==> config.mk <==
export PLATFORM = sky130hd
export DESIGN_NAME = e1_frame_alignment_alarm_control
export DESIGN_NICKNAME = d
export VERILOG_FILES = /design/src/e1_align_pkg.sv /design/src/e1_frame_alignment_alarm_control.sv
export SDC_FILE = /design/constraint.sdc
export NUM_CORES = 1
export LEC_CHECK = 0
export BUFFER_PORTS_ARGS = -buffer_cell sky130_fd_sc_hd__buf_2
export CELL_PAD_IN_SITES_DETAIL_PLACEMENT = 1
export CELL_PAD_IN_SITES_GLOBAL_PLACEMENT = 2
export CORE_MARGIN = 4
export CORE_UTILIZATION = 36
export CTS_BUF_LIST = sky130_fd_sc_hd__clkbuf_8
export CTS_CLUSTER_SIZE = 10
export DETAILED_ROUTE_END_ITERATION = 10
export GPL_TIMING_DRIVEN = 0
export PLACE_DENSITY = 0.86
export SETUP_SLACK_MARGIN = 0.4
export SLEW_MARGIN = 20
export SYNTH_ARGS = -nofsm -noshare
export SYNTH_HDL_FRONTEND = slang
export SYNTH_SLANG_ARGS = --single-unit
==> constraint.sdc <==
create_clock -name hclk -period 3.4 [get_ports hclk]
set_clock_uncertainty 0.2 [all_clocks]
set_input_delay 0.68 -clock hclk [delete_from_list [all_inputs] [get_ports hclk]]
set_output_delay 0.68 -clock hclk [all_outputs]
set_load 0.05 [all_outputs]
==> src/e1_align_pkg.sv <==
// Register map, field layout, reset values and counts for the E1 receive alignment control
package e1_align_pkg;
	// Register indices; byte address is four times the index
	localparam logic [7:0] IDX_FRAME_ALIGNMENT_OPTIONS  = 8'h30;
	localparam logic [7:0] IDX_MAINTENANCE_MODE_OPTIONS = 8'h31;
	localparam logic [7:0] IDX_FRAMING_IRQ_ENABLE       = 8'h32;
	localparam logic [7:0] IDX_ALARM_IRQ_ENABLE         = 8'h33;
	localparam logic [7:0] IDX_FRAMING_IRQ_INDICATION   = 8'h34;
	localparam logic [7:0] IDX_ALARM_IRQ_INDICATION     = 8'h35;
	localparam logic [7:0] IDX_FRAMING_STATUS           = 8'h36;
	localparam logic [7:0] IDX_ALARM_STATUS             = 8'h37;

	// frame_alignment_options fields
	localparam int FA_CRC_SEARCH = 7;
	localparam int FA_SMF_DISABLE = 6;
	localparam int FA_IW_CONTINUE = 5;
	localparam int FA_FORCE_SEARCH = 2;
	localparam int FA_EXCESS_EN = 1;
	localparam int FA_FRAME_LOCK = 0;
	localparam logic [7:0] FA_WRITE_MASK = 8'hE7;
	localparam logic [7:0] FA_RESET = 8'h82;

	// maintenance_mode_options fields
	localparam int MM_EXTRA_OOF = 6;
	localparam int MM_ZERO_CONTENT = 5;
	localparam int MM_ZERO_SPAN = 4;
	localparam int MM_RAI_PERSIST = 3;
	localparam int MM_AIS_CRITERION = 1;
	localparam int MM_EXCESS_FLAG = 0;
	localparam logic [7:0] MM_WRITE_MASK = 8'h7A;
	localparam logic [7:0] MM_RESET = 8'h40;

	// Enable registers
	localparam logic [7:0] FRAMING_ENABLE_RESET = 8'h02;
	localparam logic [7:0] ALARM_ENABLE_RESET = 8'h00;
	localparam logic [7:0] ALARM_ENABLE_MASK = 8'hEF;

	// Framing indication / status bit positions
	localparam int IND_INTERWORK = 7;
	localparam int IND_OOF = 6;
	localparam int IND_OOSMF = 5;
	localparam int IND_OOCMF = 4;
	localparam int IND_SHIFT = 3;
	localparam int IND_FAS_ERR = 2;
	localparam int IND_SMF_ERR = 1;
	localparam int IND_CMF_ERR = 0;
	// Alarm indication / status bit positions
	localparam int IND_RAI = 7;
	localparam int IND_RMAI = 6;
	localparam int IND_AIS = 5;

	// Alignment and alarm criteria
	localparam logic [1:0] FAS_LOSS_COUNT = 2'h3;
	localparam logic [1:0] BIT2_LOSS_COUNT = 2'h3;
	localparam logic [1:0] SMF_LOSS_COUNT = 2'h2;
	localparam logic [2:0] RAI_PERSIST_COUNT = 3'h4;
	localparam logic [1:0] AIS_ZERO_LIMIT = 2'h3;
	localparam logic [8:0] AIS_WINDOW_LAST = 9'h1FF;
	localparam logic [9:0] CRC_EXCESS_LIMIT = 10'h392;

	// One-second CRC window
	localparam longint CLK_HZ = 125000000;
	localparam longint CRC_WINDOW_S = 1;
	localparam longint SEC_CYCLES = CRC_WINDOW_S * CLK_HZ;

	typedef enum logic [0:0] {
		SYNC_SEARCH   = 1'b0,
		SYNC_IN_FRAME = 1'b1
	} frame_state_t;
endpackage

==> src/e1_frame_alignment_alarm_control.sv <==
// Receive frame alignment, alarm criteria and interrupt gating for one E1 channel
//
// Register access over AHB-Lite was decided locally.
module e1_frame_alignment_alarm_control #(
	parameter longint SEC_CYCLES = e1_align_pkg::SEC_CYCLES
) (
	// Clock and reset
	input  wire logic        hclk,
	input  wire logic        hresetn,
	// AHB-Lite slave
	input  wire logic        hsel,
	input  wire logic [31:0] haddr,
	input  wire logic [1:0]  htrans,
	input  wire logic        hwrite,
	input  wire logic [2:0]  hsize,
	input  wire logic [31:0] hwdata,
	input  wire logic        hready,
	output logic             hreadyout,
	output logic             hresp,
	output logic [31:0]      hrdata,
	// Line events from the receive datapath
	input  wire logic        bit_valid,
	input  wire logic        bit_data,
	input  wire logic        frame_found,
	input  wire logic        alignment_shift,
	input  wire logic        fas_check,
	input  wire logic        fas_error,
	input  wire logic        nfas_check,
	input  wire logic        nfas_bit2,
	input  wire logic        a_bit_valid,
	input  wire logic        a_bit,
	input  wire logic        smf_check,
	input  wire logic        smf_error,
	input  wire logic        smf_found,
	input  wire logic        ts16_check,
	input  wire logic        ts16_all_zero,
	input  wire logic        crc_mf_found,
	input  wire logic        crc_mf_error,
	input  wire logic        crc_check,
	input  wire logic        crc_mismatch,
	input  wire logic        interworking,
	input  wire logic        remote_mf_alarm,
	// Control and status out
	output logic             frame_search_restart,
	output logic             out_of_frame,
	output logic             crc_mf_search,
	output logic             smf_search,
	output logic             remote_alarm_state,
	output logic             ais_detected_state,
	output logic             irq_n
);
	typedef struct packed {
		logic [7:0]                 fa;
		logic [7:0]                 mm;
		logic [7:0]                 ena0;
		logic [7:0]                 ena1;
		logic [7:0]                 ind0;
		logic [7:0]                 ind1;
		logic                       exc_flag;
		e1_align_pkg::frame_state_t state;
		logic                       locked;
		logic                       oosmf;
		logic                       oocmf;
		logic                       rai;
		logic                       ais;
		logic                       iw_q;
		logic                       rmai_q;
		logic [1:0]                 fas_cnt;
		logic [1:0]                 b2_cnt;
		logic [1:0]                 smf_cnt;
		logic                       zc_cnt;
		logic [2:0]                 a_cnt;
		logic [1:0]                 zeros;
		logic [8:0]                 bit_cnt;
		logic                       prev_low;
		logic [9:0]                 crc_cnt;
		logic [31:0]                sec_cnt;
		logic                       dp_wr;
		logic [7:0]                 dp_idx;
		logic [7:0]                 rdata;
		logic                       restart;
		logic                       irq_n;
	} state_t;

	state_t st;
	state_t next_st;

	logic       addr_ok;
	logic [7:0] addr_idx;
	logic       rd;
	logic       force_new_frame_search_rise;
	logic       sec_tick;
	logic       excess_evt;
	logic       loss_fas;
	logic       loss_b2;
	logic       smf_en;
	logic       crc_allowed;
	logic       win_low;
	logic [7:0] set0;
	logic [7:0] set1;

	always_comb begin
		next_st = st;
		addr_ok = hsel && htrans[1] && hready;
		addr_idx = (haddr[31:10] == 22'h0) ? haddr[9:2] : 8'h00;
		rd = addr_ok && !hwrite;
		next_st.dp_wr = addr_ok && hwrite;
		next_st.dp_idx = addr_idx;
		next_st.restart = 1'b0;

		// Data phase of a write; unmapped indices are dropped
		force_new_frame_search_rise = 1'b0;
		if (st.dp_wr) begin
			if (st.dp_idx == e1_align_pkg::IDX_FRAME_ALIGNMENT_OPTIONS) begin
				next_st.fa = hwdata[7:0] & e1_align_pkg::FA_WRITE_MASK;
				force_new_frame_search_rise = hwdata[e1_align_pkg::FA_FORCE_SEARCH]
					&& !st.fa[e1_align_pkg::FA_FORCE_SEARCH];
			end else if (st.dp_idx == e1_align_pkg::IDX_MAINTENANCE_MODE_OPTIONS) begin
				next_st.mm = hwdata[7:0] & e1_align_pkg::MM_WRITE_MASK;
			end else if (st.dp_idx == e1_align_pkg::IDX_FRAMING_IRQ_ENABLE) begin
				next_st.ena0 = hwdata[7:0];
			end else if (st.dp_idx == e1_align_pkg::IDX_ALARM_IRQ_ENABLE) begin
				next_st.ena1 = hwdata[7:0] & e1_align_pkg::ALARM_ENABLE_MASK;
			end
		end

		// One-second window for CRC error counting
		sec_tick = (st.sec_cnt == 32'(SEC_CYCLES - 1));
		next_st.sec_cnt = sec_tick ? 32'h0 : st.sec_cnt + 32'h1;
		excess_evt = 1'b0;
		if (sec_tick) begin
			next_st.crc_cnt = 10'h000;
		end else if (crc_check && crc_mismatch && st.fa[e1_align_pkg::FA_CRC_SEARCH]
				&& st.state == e1_align_pkg::SYNC_IN_FRAME) begin
			if (st.crc_cnt == e1_align_pkg::CRC_EXCESS_LIMIT) begin
				excess_evt = 1'b1;
			end
			if (st.crc_cnt <= e1_align_pkg::CRC_EXCESS_LIMIT) begin
				next_st.crc_cnt = st.crc_cnt + 10'h001;
			end
		end

		// Consecutive FAS errors and bit-2 zeros
		loss_fas = fas_check && fas_error
			&& st.fas_cnt == e1_align_pkg::FAS_LOSS_COUNT - 2'h1;
		loss_b2 = nfas_check && !nfas_bit2 && st.mm[e1_align_pkg::MM_EXTRA_OOF]
			&& st.b2_cnt == e1_align_pkg::BIT2_LOSS_COUNT - 2'h1;
		if (fas_check) begin
			next_st.fas_cnt = fas_error ? st.fas_cnt + 2'h1 : 2'h0;
		end
		if (nfas_check) begin
			next_st.b2_cnt = !nfas_bit2 ? st.b2_cnt + 2'h1 : 2'h0;
		end

		// Basic frame alignment
		case (st.state)
			e1_align_pkg::SYNC_SEARCH: begin
				if (force_new_frame_search_rise) begin
					next_st.restart = 1'b1;
				end else if (frame_found) begin
					next_st.state = e1_align_pkg::SYNC_IN_FRAME;
					next_st.locked = 1'b1;
				end
			end
			e1_align_pkg::SYNC_IN_FRAME: begin
				if (force_new_frame_search_rise) begin
					next_st.state = e1_align_pkg::SYNC_SEARCH;
					next_st.restart = 1'b1;
				end else if (!(st.fa[e1_align_pkg::FA_FRAME_LOCK] && st.locked)
						&& (loss_fas || loss_b2
						|| (excess_evt && st.fa[e1_align_pkg::FA_EXCESS_EN]))) begin
					next_st.state = e1_align_pkg::SYNC_SEARCH;
					next_st.restart = 1'b1;
				end
			end
			default: next_st.state = e1_align_pkg::SYNC_SEARCH;
		endcase
		if (next_st.state == e1_align_pkg::SYNC_SEARCH) begin
			next_st.fas_cnt = 2'h0;
			next_st.b2_cnt = 2'h0;
		end

		// Signaling multiframe
		smf_en = !st.fa[e1_align_pkg::FA_SMF_DISABLE]
			&& st.state == e1_align_pkg::SYNC_IN_FRAME;
		if (!smf_en) begin
			next_st.oosmf = 1'b1;
			next_st.smf_cnt = 2'h0;
			next_st.zc_cnt = 1'b0;
		end else if (st.oosmf) begin
			next_st.oosmf = !smf_found;
		end else begin
			if (smf_check) begin
				next_st.smf_cnt = smf_error ? st.smf_cnt + 2'h1 : 2'h0;
				if (smf_error && st.smf_cnt == e1_align_pkg::SMF_LOSS_COUNT - 2'h1) begin
					next_st.oosmf = 1'b1;
				end
			end
			if (ts16_check) begin
				next_st.zc_cnt = ts16_all_zero && !st.zc_cnt;
				if (ts16_all_zero && st.mm[e1_align_pkg::MM_ZERO_CONTENT]
						&& (!st.mm[e1_align_pkg::MM_ZERO_SPAN] || st.zc_cnt)) begin
					next_st.oosmf = 1'b1;
				end
			end
			if (next_st.oosmf) begin
				next_st.smf_cnt = 2'h0;
				next_st.zc_cnt = 1'b0;
			end
		end

		// CRC multiframe
		crc_allowed = st.fa[e1_align_pkg::FA_CRC_SEARCH]
			&& st.state == e1_align_pkg::SYNC_IN_FRAME
			&& (!interworking || st.fa[e1_align_pkg::FA_IW_CONTINUE]);
		if (!st.fa[e1_align_pkg::FA_CRC_SEARCH] || st.state == e1_align_pkg::SYNC_SEARCH) begin
			next_st.oocmf = 1'b1;
		end else if (st.oocmf && crc_mf_found && crc_allowed) begin
			next_st.oocmf = 1'b0;
		end

		// Remote alarm from A bits
		if (a_bit_valid) begin
			if (!a_bit) begin
				next_st.a_cnt = 3'h0;
				next_st.rai = 1'b0;
			end else begin
				if (st.a_cnt != e1_align_pkg::RAI_PERSIST_COUNT) begin
					next_st.a_cnt = st.a_cnt + 3'h1;
				end
				next_st.rai = !st.mm[e1_align_pkg::MM_RAI_PERSIST]
					|| st.a_cnt >= e1_align_pkg::RAI_PERSIST_COUNT - 3'h1;
			end
		end

		// AIS: zeros counted per 512-bit window
		win_low = 1'b0;
		if (bit_valid) begin
			next_st.bit_cnt = st.bit_cnt + 9'h001;
			if (!bit_data && st.zeros != e1_align_pkg::AIS_ZERO_LIMIT) begin
				next_st.zeros = st.zeros + 2'h1;
			end
			if (st.bit_cnt == e1_align_pkg::AIS_WINDOW_LAST) begin
				win_low = (next_st.zeros != e1_align_pkg::AIS_ZERO_LIMIT);
				next_st.zeros = 2'h0;
				next_st.prev_low = win_low;
				if (!st.mm[e1_align_pkg::MM_AIS_CRITERION]) begin
					if (win_low && st.state == e1_align_pkg::SYNC_SEARCH) begin
						next_st.ais = 1'b1;
					end else if (!win_low) begin
						next_st.ais = 1'b0;
					end
				end else begin
					if (win_low && st.prev_low && st.state == e1_align_pkg::SYNC_SEARCH) begin
						next_st.ais = 1'b1;
					end else if (!win_low && !st.prev_low) begin
						next_st.ais = 1'b0;
					end
				end
			end
		end

		// Change and error indications; a set in the read cycle survives the clear
		next_st.iw_q = interworking;
		next_st.rmai_q = remote_mf_alarm;
		set0 = 8'h00;
		set0[e1_align_pkg::IND_INTERWORK] = interworking != st.iw_q;
		set0[e1_align_pkg::IND_OOF] = next_st.state != st.state;
		set0[e1_align_pkg::IND_OOSMF] = next_st.oosmf != st.oosmf;
		set0[e1_align_pkg::IND_OOCMF] = next_st.oocmf != st.oocmf;
		set0[e1_align_pkg::IND_SHIFT] = alignment_shift;
		set0[e1_align_pkg::IND_FAS_ERR] = fas_check && fas_error;
		set0[e1_align_pkg::IND_SMF_ERR] = smf_check && smf_error && smf_en && !st.oosmf;
		set0[e1_align_pkg::IND_CMF_ERR] = crc_mf_error && st.fa[e1_align_pkg::FA_CRC_SEARCH];
		set1 = 8'h00;
		set1[e1_align_pkg::IND_RAI] = next_st.rai != st.rai;
		set1[e1_align_pkg::IND_RMAI] = remote_mf_alarm != st.rmai_q;
		set1[e1_align_pkg::IND_AIS] = next_st.ais != st.ais;
		if (rd && addr_idx == e1_align_pkg::IDX_FRAMING_IRQ_INDICATION) begin
			next_st.ind0 = set0;
		end else begin
			next_st.ind0 = st.ind0 | set0;
		end
		if (rd && addr_idx == e1_align_pkg::IDX_ALARM_IRQ_INDICATION) begin
			next_st.ind1 = set1;
		end else begin
			next_st.ind1 = st.ind1 | set1;
		end
		if (rd && addr_idx == e1_align_pkg::IDX_MAINTENANCE_MODE_OPTIONS) begin
			next_st.exc_flag = excess_evt;
		end else begin
			next_st.exc_flag = st.exc_flag || excess_evt;
		end

		// Read data sees a write still in its data phase
		next_st.rdata = 8'h00;
		if (rd) begin
			if (addr_idx == e1_align_pkg::IDX_FRAME_ALIGNMENT_OPTIONS) begin
				next_st.rdata = next_st.fa;
			end else if (addr_idx == e1_align_pkg::IDX_MAINTENANCE_MODE_OPTIONS) begin
				next_st.rdata = {next_st.mm[7:1], st.exc_flag};
			end else if (addr_idx == e1_align_pkg::IDX_FRAMING_IRQ_ENABLE) begin
				next_st.rdata = next_st.ena0;
			end else if (addr_idx == e1_align_pkg::IDX_ALARM_IRQ_ENABLE) begin
				next_st.rdata = next_st.ena1;
			end else if (addr_idx == e1_align_pkg::IDX_FRAMING_IRQ_INDICATION) begin
				next_st.rdata = st.ind0;
			end else if (addr_idx == e1_align_pkg::IDX_ALARM_IRQ_INDICATION) begin
				next_st.rdata = st.ind1;
			end else if (addr_idx == e1_align_pkg::IDX_FRAMING_STATUS) begin
				next_st.rdata = {st.iw_q, st.state == e1_align_pkg::SYNC_SEARCH,
					st.oosmf, st.oocmf, 4'h0};
			end else if (addr_idx == e1_align_pkg::IDX_ALARM_STATUS) begin
				next_st.rdata = {st.rai, st.rmai_q, st.ais, 5'h00};
			end
		end

		next_st.irq_n = !(|((next_st.ind0 & next_st.ena0)
			| (next_st.ind1 & next_st.ena1)));
	end

	always_ff @(posedge hclk or negedge hresetn) begin
		if (!hresetn) begin
			st <= '0;
			st.fa <= e1_align_pkg::FA_RESET;
			st.mm <= e1_align_pkg::MM_RESET;
			st.ena0 <= e1_align_pkg::FRAMING_ENABLE_RESET;
			st.ena1 <= e1_align_pkg::ALARM_ENABLE_RESET;
			st.state <= e1_align_pkg::SYNC_SEARCH;
			st.oosmf <= 1'b1;
			st.oocmf <= 1'b1;
			st.irq_n <= 1'b1;
		end else begin
			st <= next_st;
		end
	end

	// Zero-wait slave: every transfer completes OKAY in its first data cycle
	assign hreadyout = 1'b1;
	assign hresp = 1'b0;
	assign hrdata = {24'h000000, st.rdata};
	assign frame_search_restart = st.restart;
	assign out_of_frame = st.state == e1_align_pkg::SYNC_SEARCH;
	assign crc_mf_search = st.oocmf && st.fa[e1_align_pkg::FA_CRC_SEARCH]
		&& st.state == e1_align_pkg::SYNC_IN_FRAME
		&& (!st.iw_q || st.fa[e1_align_pkg::FA_IW_CONTINUE]);
	assign smf_search = st.oosmf && !st.fa[e1_align_pkg::FA_SMF_DISABLE]
		&& st.state == e1_align_pkg::SYNC_IN_FRAME;
	assign remote_alarm_state = st.rai;
	assign ais_detected_state = st.ais;
	assign irq_n = st.irq_n;
endmodule // e1_frame_alignment_alarm_control

== After elaboration in Yosys (flattened, before gate mapping) ==
Index checks and enable logic that the tools add are counted.
W data, S select, Z words.
Cells by class
  $add $sub $neg: 8
  magnitude comparators: 2
  eq/ne operators: 34
  multiplexer cells: 74
  bitwise logic cells: 7
  reductions and logical operators: 77
Operator list (count)
  $mux W8: 17
  $eq A8 B6 Y1 const B: 12
  $mux W32: 2
  $logic_and A1 B1 Y1: 42
  $add A32 B1 Y32 const B: 1
  $eq A32 B27 Y1 const B: 1
  $mux W1: 31
  $mux W10: 3
  $mux W24: 1
  $or A8 B8 Y8: 3
  $logic_not A22 Y1: 1
  $mux W2: 11
  $logic_not A1 Y1: 17
  $and A8 B8 Y8: 2
  $mux W16: 1
  $mux W3: 5
  $add A10 B1 Y10 const B: 1
  $eq A10 B10 Y1 const B: 1
  $le A10 B10 Y1 const B: 1
  $ne A2 B2 Y1 const B: 5
  $reduce_and A2 Y1: 5
  $add A9 B1 Y9 const B: 1
  $eq A9 B9 Y1 const B: 1
  $add A2 B1 Y2 const B: 4
  other kinds (15): 33
Storage, ports and cells
  flip-flop bits (word level): 139
  output and inout port bits: 41
  word-level logic and storage cells: 232

== Depth between registers and ports, before layout ==
  depth in word-level cells: 19
  mapped depth: 9

== Worst setup path before layout ==
No wires, ideal clock.
  path kind: input-to-reg
  start point: in haddr[17]
  end point: reg, netlist name irq_n
  library setup time: 99 ps
  data arrival time: 2766 ps
  data required time: 3101 ps
  path slack: 335 ps
  stages on the path: 8
  buffers on the path: 1
  cells stage by stage: or4_4 nand4b_4 or4_4 buf_6 a21o_1 a22o_1 a21o_1 a2111oi_4
RTL lines
  start: declaration: line e1_frame_alignment_alarm_control.sv:12  | input wire logic [31:0] haddr,

==> impl_metrics.toml <==
[outcome]
status = "completed"

[yosys]
avgSynthCellArea_um2 = 10.4
synth_cells = 668
yosys.cell_types.count = 67
yosys_register_bits = 139
synthesis.area_mm2 = 0.00695
synthFlopType = "dfrtp_1"
yosys.area.top_type = "dfrtp_1"
synth-seq-area-share_pct = 50.1
yosys_warnings = 0
synth_top_cell_area_share_pct = 47.5
yosys-top-cells-area = "dfrtp_1, mux2_2, buf_4, xnor2_1, nor2_1"
synth-async-reset-ratio_pct = 100
synth-edff-count = 0

[placement]
io_buffers = 76
place.gp.congestion = 0.863
hpwl_um = 14000
placed_cell_area_mm2 = 0.00779
pre_cts_ws_ps = -328
dp_cells = 1029

[grt]
grt_antenna_before_repair = 1
grt_usage_pct = 17.6
grt_pass1_vias = 5891
grt_pass1_wl_um = 30500
grt_overflow = 0
grt_max_degree = 71

[layout]
final_common_cell = "dfrtp_1"
drive_gt1_share_pct = 26.4
fin_nets = 898
antenna_cells = 0
finalInstanceArea_mm2 = 0.00834
utilization_pct = 44.3
instances_no_fill = 1064
n_fill_cell = 2125
area_growth_pct = 20.0
layout_common_cells = "dfrtp_1, buf_2, nor2_1, nand2_1, buf_4"
ff_latch_area_mm2 = 0.00349
multiInputGateArea_mm2 = 0.00315

[setup_path]
start_kind = "input pin"
path_class = "input pin to register"
cp.required_ps = 3530
cpPeakStageDelay_ps = 550
critPathArrivalTime_ps = 3120
path_max_fanout = 9
cp_slowest_cell = "or4_4"
cp_cell_sequence = "buf_2, or4_4, nand4b_4, nor2_1, nand3_1, a22o_1, a221o_1, a2111oi_4"
cp-end-kind = "register"

[clocking]
clockRootBuffer = "clkbuf_8"
tritoncts = "done"
cts_sinks = 139
path_clk_slew_ps = 70
htreeDepth = 4
numCtsBuffers = 17
clk_latency_ps = 450
clockBufferDepth = 2

[sta]
hold_slack_ps = 186
rsz0062_at_grt = "true"
fmax_mhz = 335
finalSetupViolCount = 0
slew_headroom_pct = 49.6
drv_slew = 0
fin_crit_sh_pct = 87.9
fin_crit_ps = 2990
setup_ws_ps = 413
worst_pin_slew_ps = 750
finalHoldViolCount = 0

[power]
vdd_drop_max_uv = 219
power.share.clock_pct = 39.1
internal_power_mw = 3.01
p_sw_mw = 1.16
powerDensity_mw_per_mm2 = 500
combPwrFrac_pct = 16.0
p_seq_share_pct = 44.9
power.static_leakage_nw = 3.92
switching_share_pct = 27.8

[worst_hold_path]
hold_path.class = "input pin to register"

[route]
drc = 0
first_pass_iters = 4
wl_per_cell_um = 17.5
first_iter_violations = 220
via_per_inst = 5.05
postRouteAntennaNets = 0
vias = 5369
routed_wl_um = 18600

[die]
pin_count = 136
die_x_um = 147
start_util_pct = 36.9
dieArea_mm2 = 0.0216
core_region_area_mm2 = 0.0188
row_count = 50
fp.dieH_um = 147

[flow_run]
cap_violations = 0
worst paths after layout:
path	from	endpoint	slack [ps]	depth (start not counted)
worst min-delay path	remote_mf_alarm	st[83]$_DFF_PN0_	190	1
worst max register to register	st[16]$_DFF_PN0_	irq_n$_DFF_PN1_	450	8
worst min register to register	st[67]$_DFFE_PN0P_	st[67]$_DFFE_PN0P_	270	1
min in group asynchronous	hresetn	st[17]$_DFF_PN0_	580	2
max in group asynchronous	hresetn	st[88]$_DFF_PN1_	1620	3
worst max-delay path	haddr[17]	irq_n$_DFF_PN1_	410	8
final cells by class:
cell class / count / area share [%]
Multi-Input combinational cell: 470 / 37.8
Tap cell: 260 / 3.90
Sequential cell: 139 / 41.8
Buffer: 50 / 3.96
Clock buffer: 19 / 3.13
Clock inverter: 13 / 2.64
Timing Repair Buffer: 80 / 5.31
Inverter: 33 / 1.48
Yosys cell counts, drive strengths merged, types with 3 or more instances:
cell and number:
nor2 55, a22o 4, dfstp 7, clkbuf 11
a21oi 21, dfrtp 132, nand3 27, a22oi 7
a31oi 6, and4 3, and3 9, mux2i 6
ha 12, mux4 3, a222oi 3, nand2 51
nor3b 3, and2 21, nor4b 3, nor2b 12
buf 39, a21o 8, nor4 10, or4 3
mux2 28, or3 5, nor3 14, nand2b 4
o21ai 22, xor2 19, o22ai 8, inv 33
nand4 20, xnor2 25
stage by stage:
step | setup TNS, ps | total power [mW]
global route | 0 | 4.38
floorplan | 0 | 2.35
CTS | 0 | 4.21
global placement | -58570 | 2.51
finish | 0 | 4.17
detailed placement | -1160 | 2.57
routing by layer:
metal  track usage (%)  up-vias  wire length [um]
li1                  -     2540                 -
met1              20.8     2696              7810
met2              31.6      102              9740
met3              4.04       29               703
met4              6.15        2               377
met5                 0        -                13
power by group through the flow:
| stage | clock, mW | sequential, mW | combinational [mW] |
|---|---|---|---|
| after detailed placement | 0 | 1.90 | 0.667 |
| after floorplan | 0 | 1.89 | 0.460 |
| after CTS | 1.67 | 1.87 | 0.673 |
| after global placement | 0 | 1.89 | 0.621 |
| after global routing | 1.75 | 1.89 | 0.746 |
| final | 1.63 | 1.87 | 0.668 |
worst max-delay path: cells and delay by family:
family	cells	cell delay, ps
buffers and inverters	1	100
AOI/OAI and AO/OA	3	1080
and+or+nand+nor	4	1240
registers in the layout, indices dropped and copies added (netlist names):
signal	flops
ais_detected_state	1
frame_search_restart	1
hrdata	8
irq_n	1
remote_alarm_state	1
st	127
timing repair:
item                                   CTS  global route
setup endpoints to repair               19             7
buffers inserted                         0             2
endpoints found under the hold margin   22             0
hold buffers                             1             0
resized for setup                        6             4
pin swaps                                0             1
cell families (layout without fill, tap and decap cells):
kind of cell               after synthesis  count (layout)  share of synthesized area [%]
and+or+nand+nor                        252             252                           19.5
DFF                                    139             139                           50.1
AOI/OAI and AO/OA                       99              99                           9.73
buffers and inverters                   83             195                           6.46
xor gates and xnor gates                44              44                           5.54
muxes                                   37              37                           6.37
adders and majority gates               12              12                           2.16
other                                    2              26                          0.108
No activity file was read; power rests on OpenSTA's default activity.
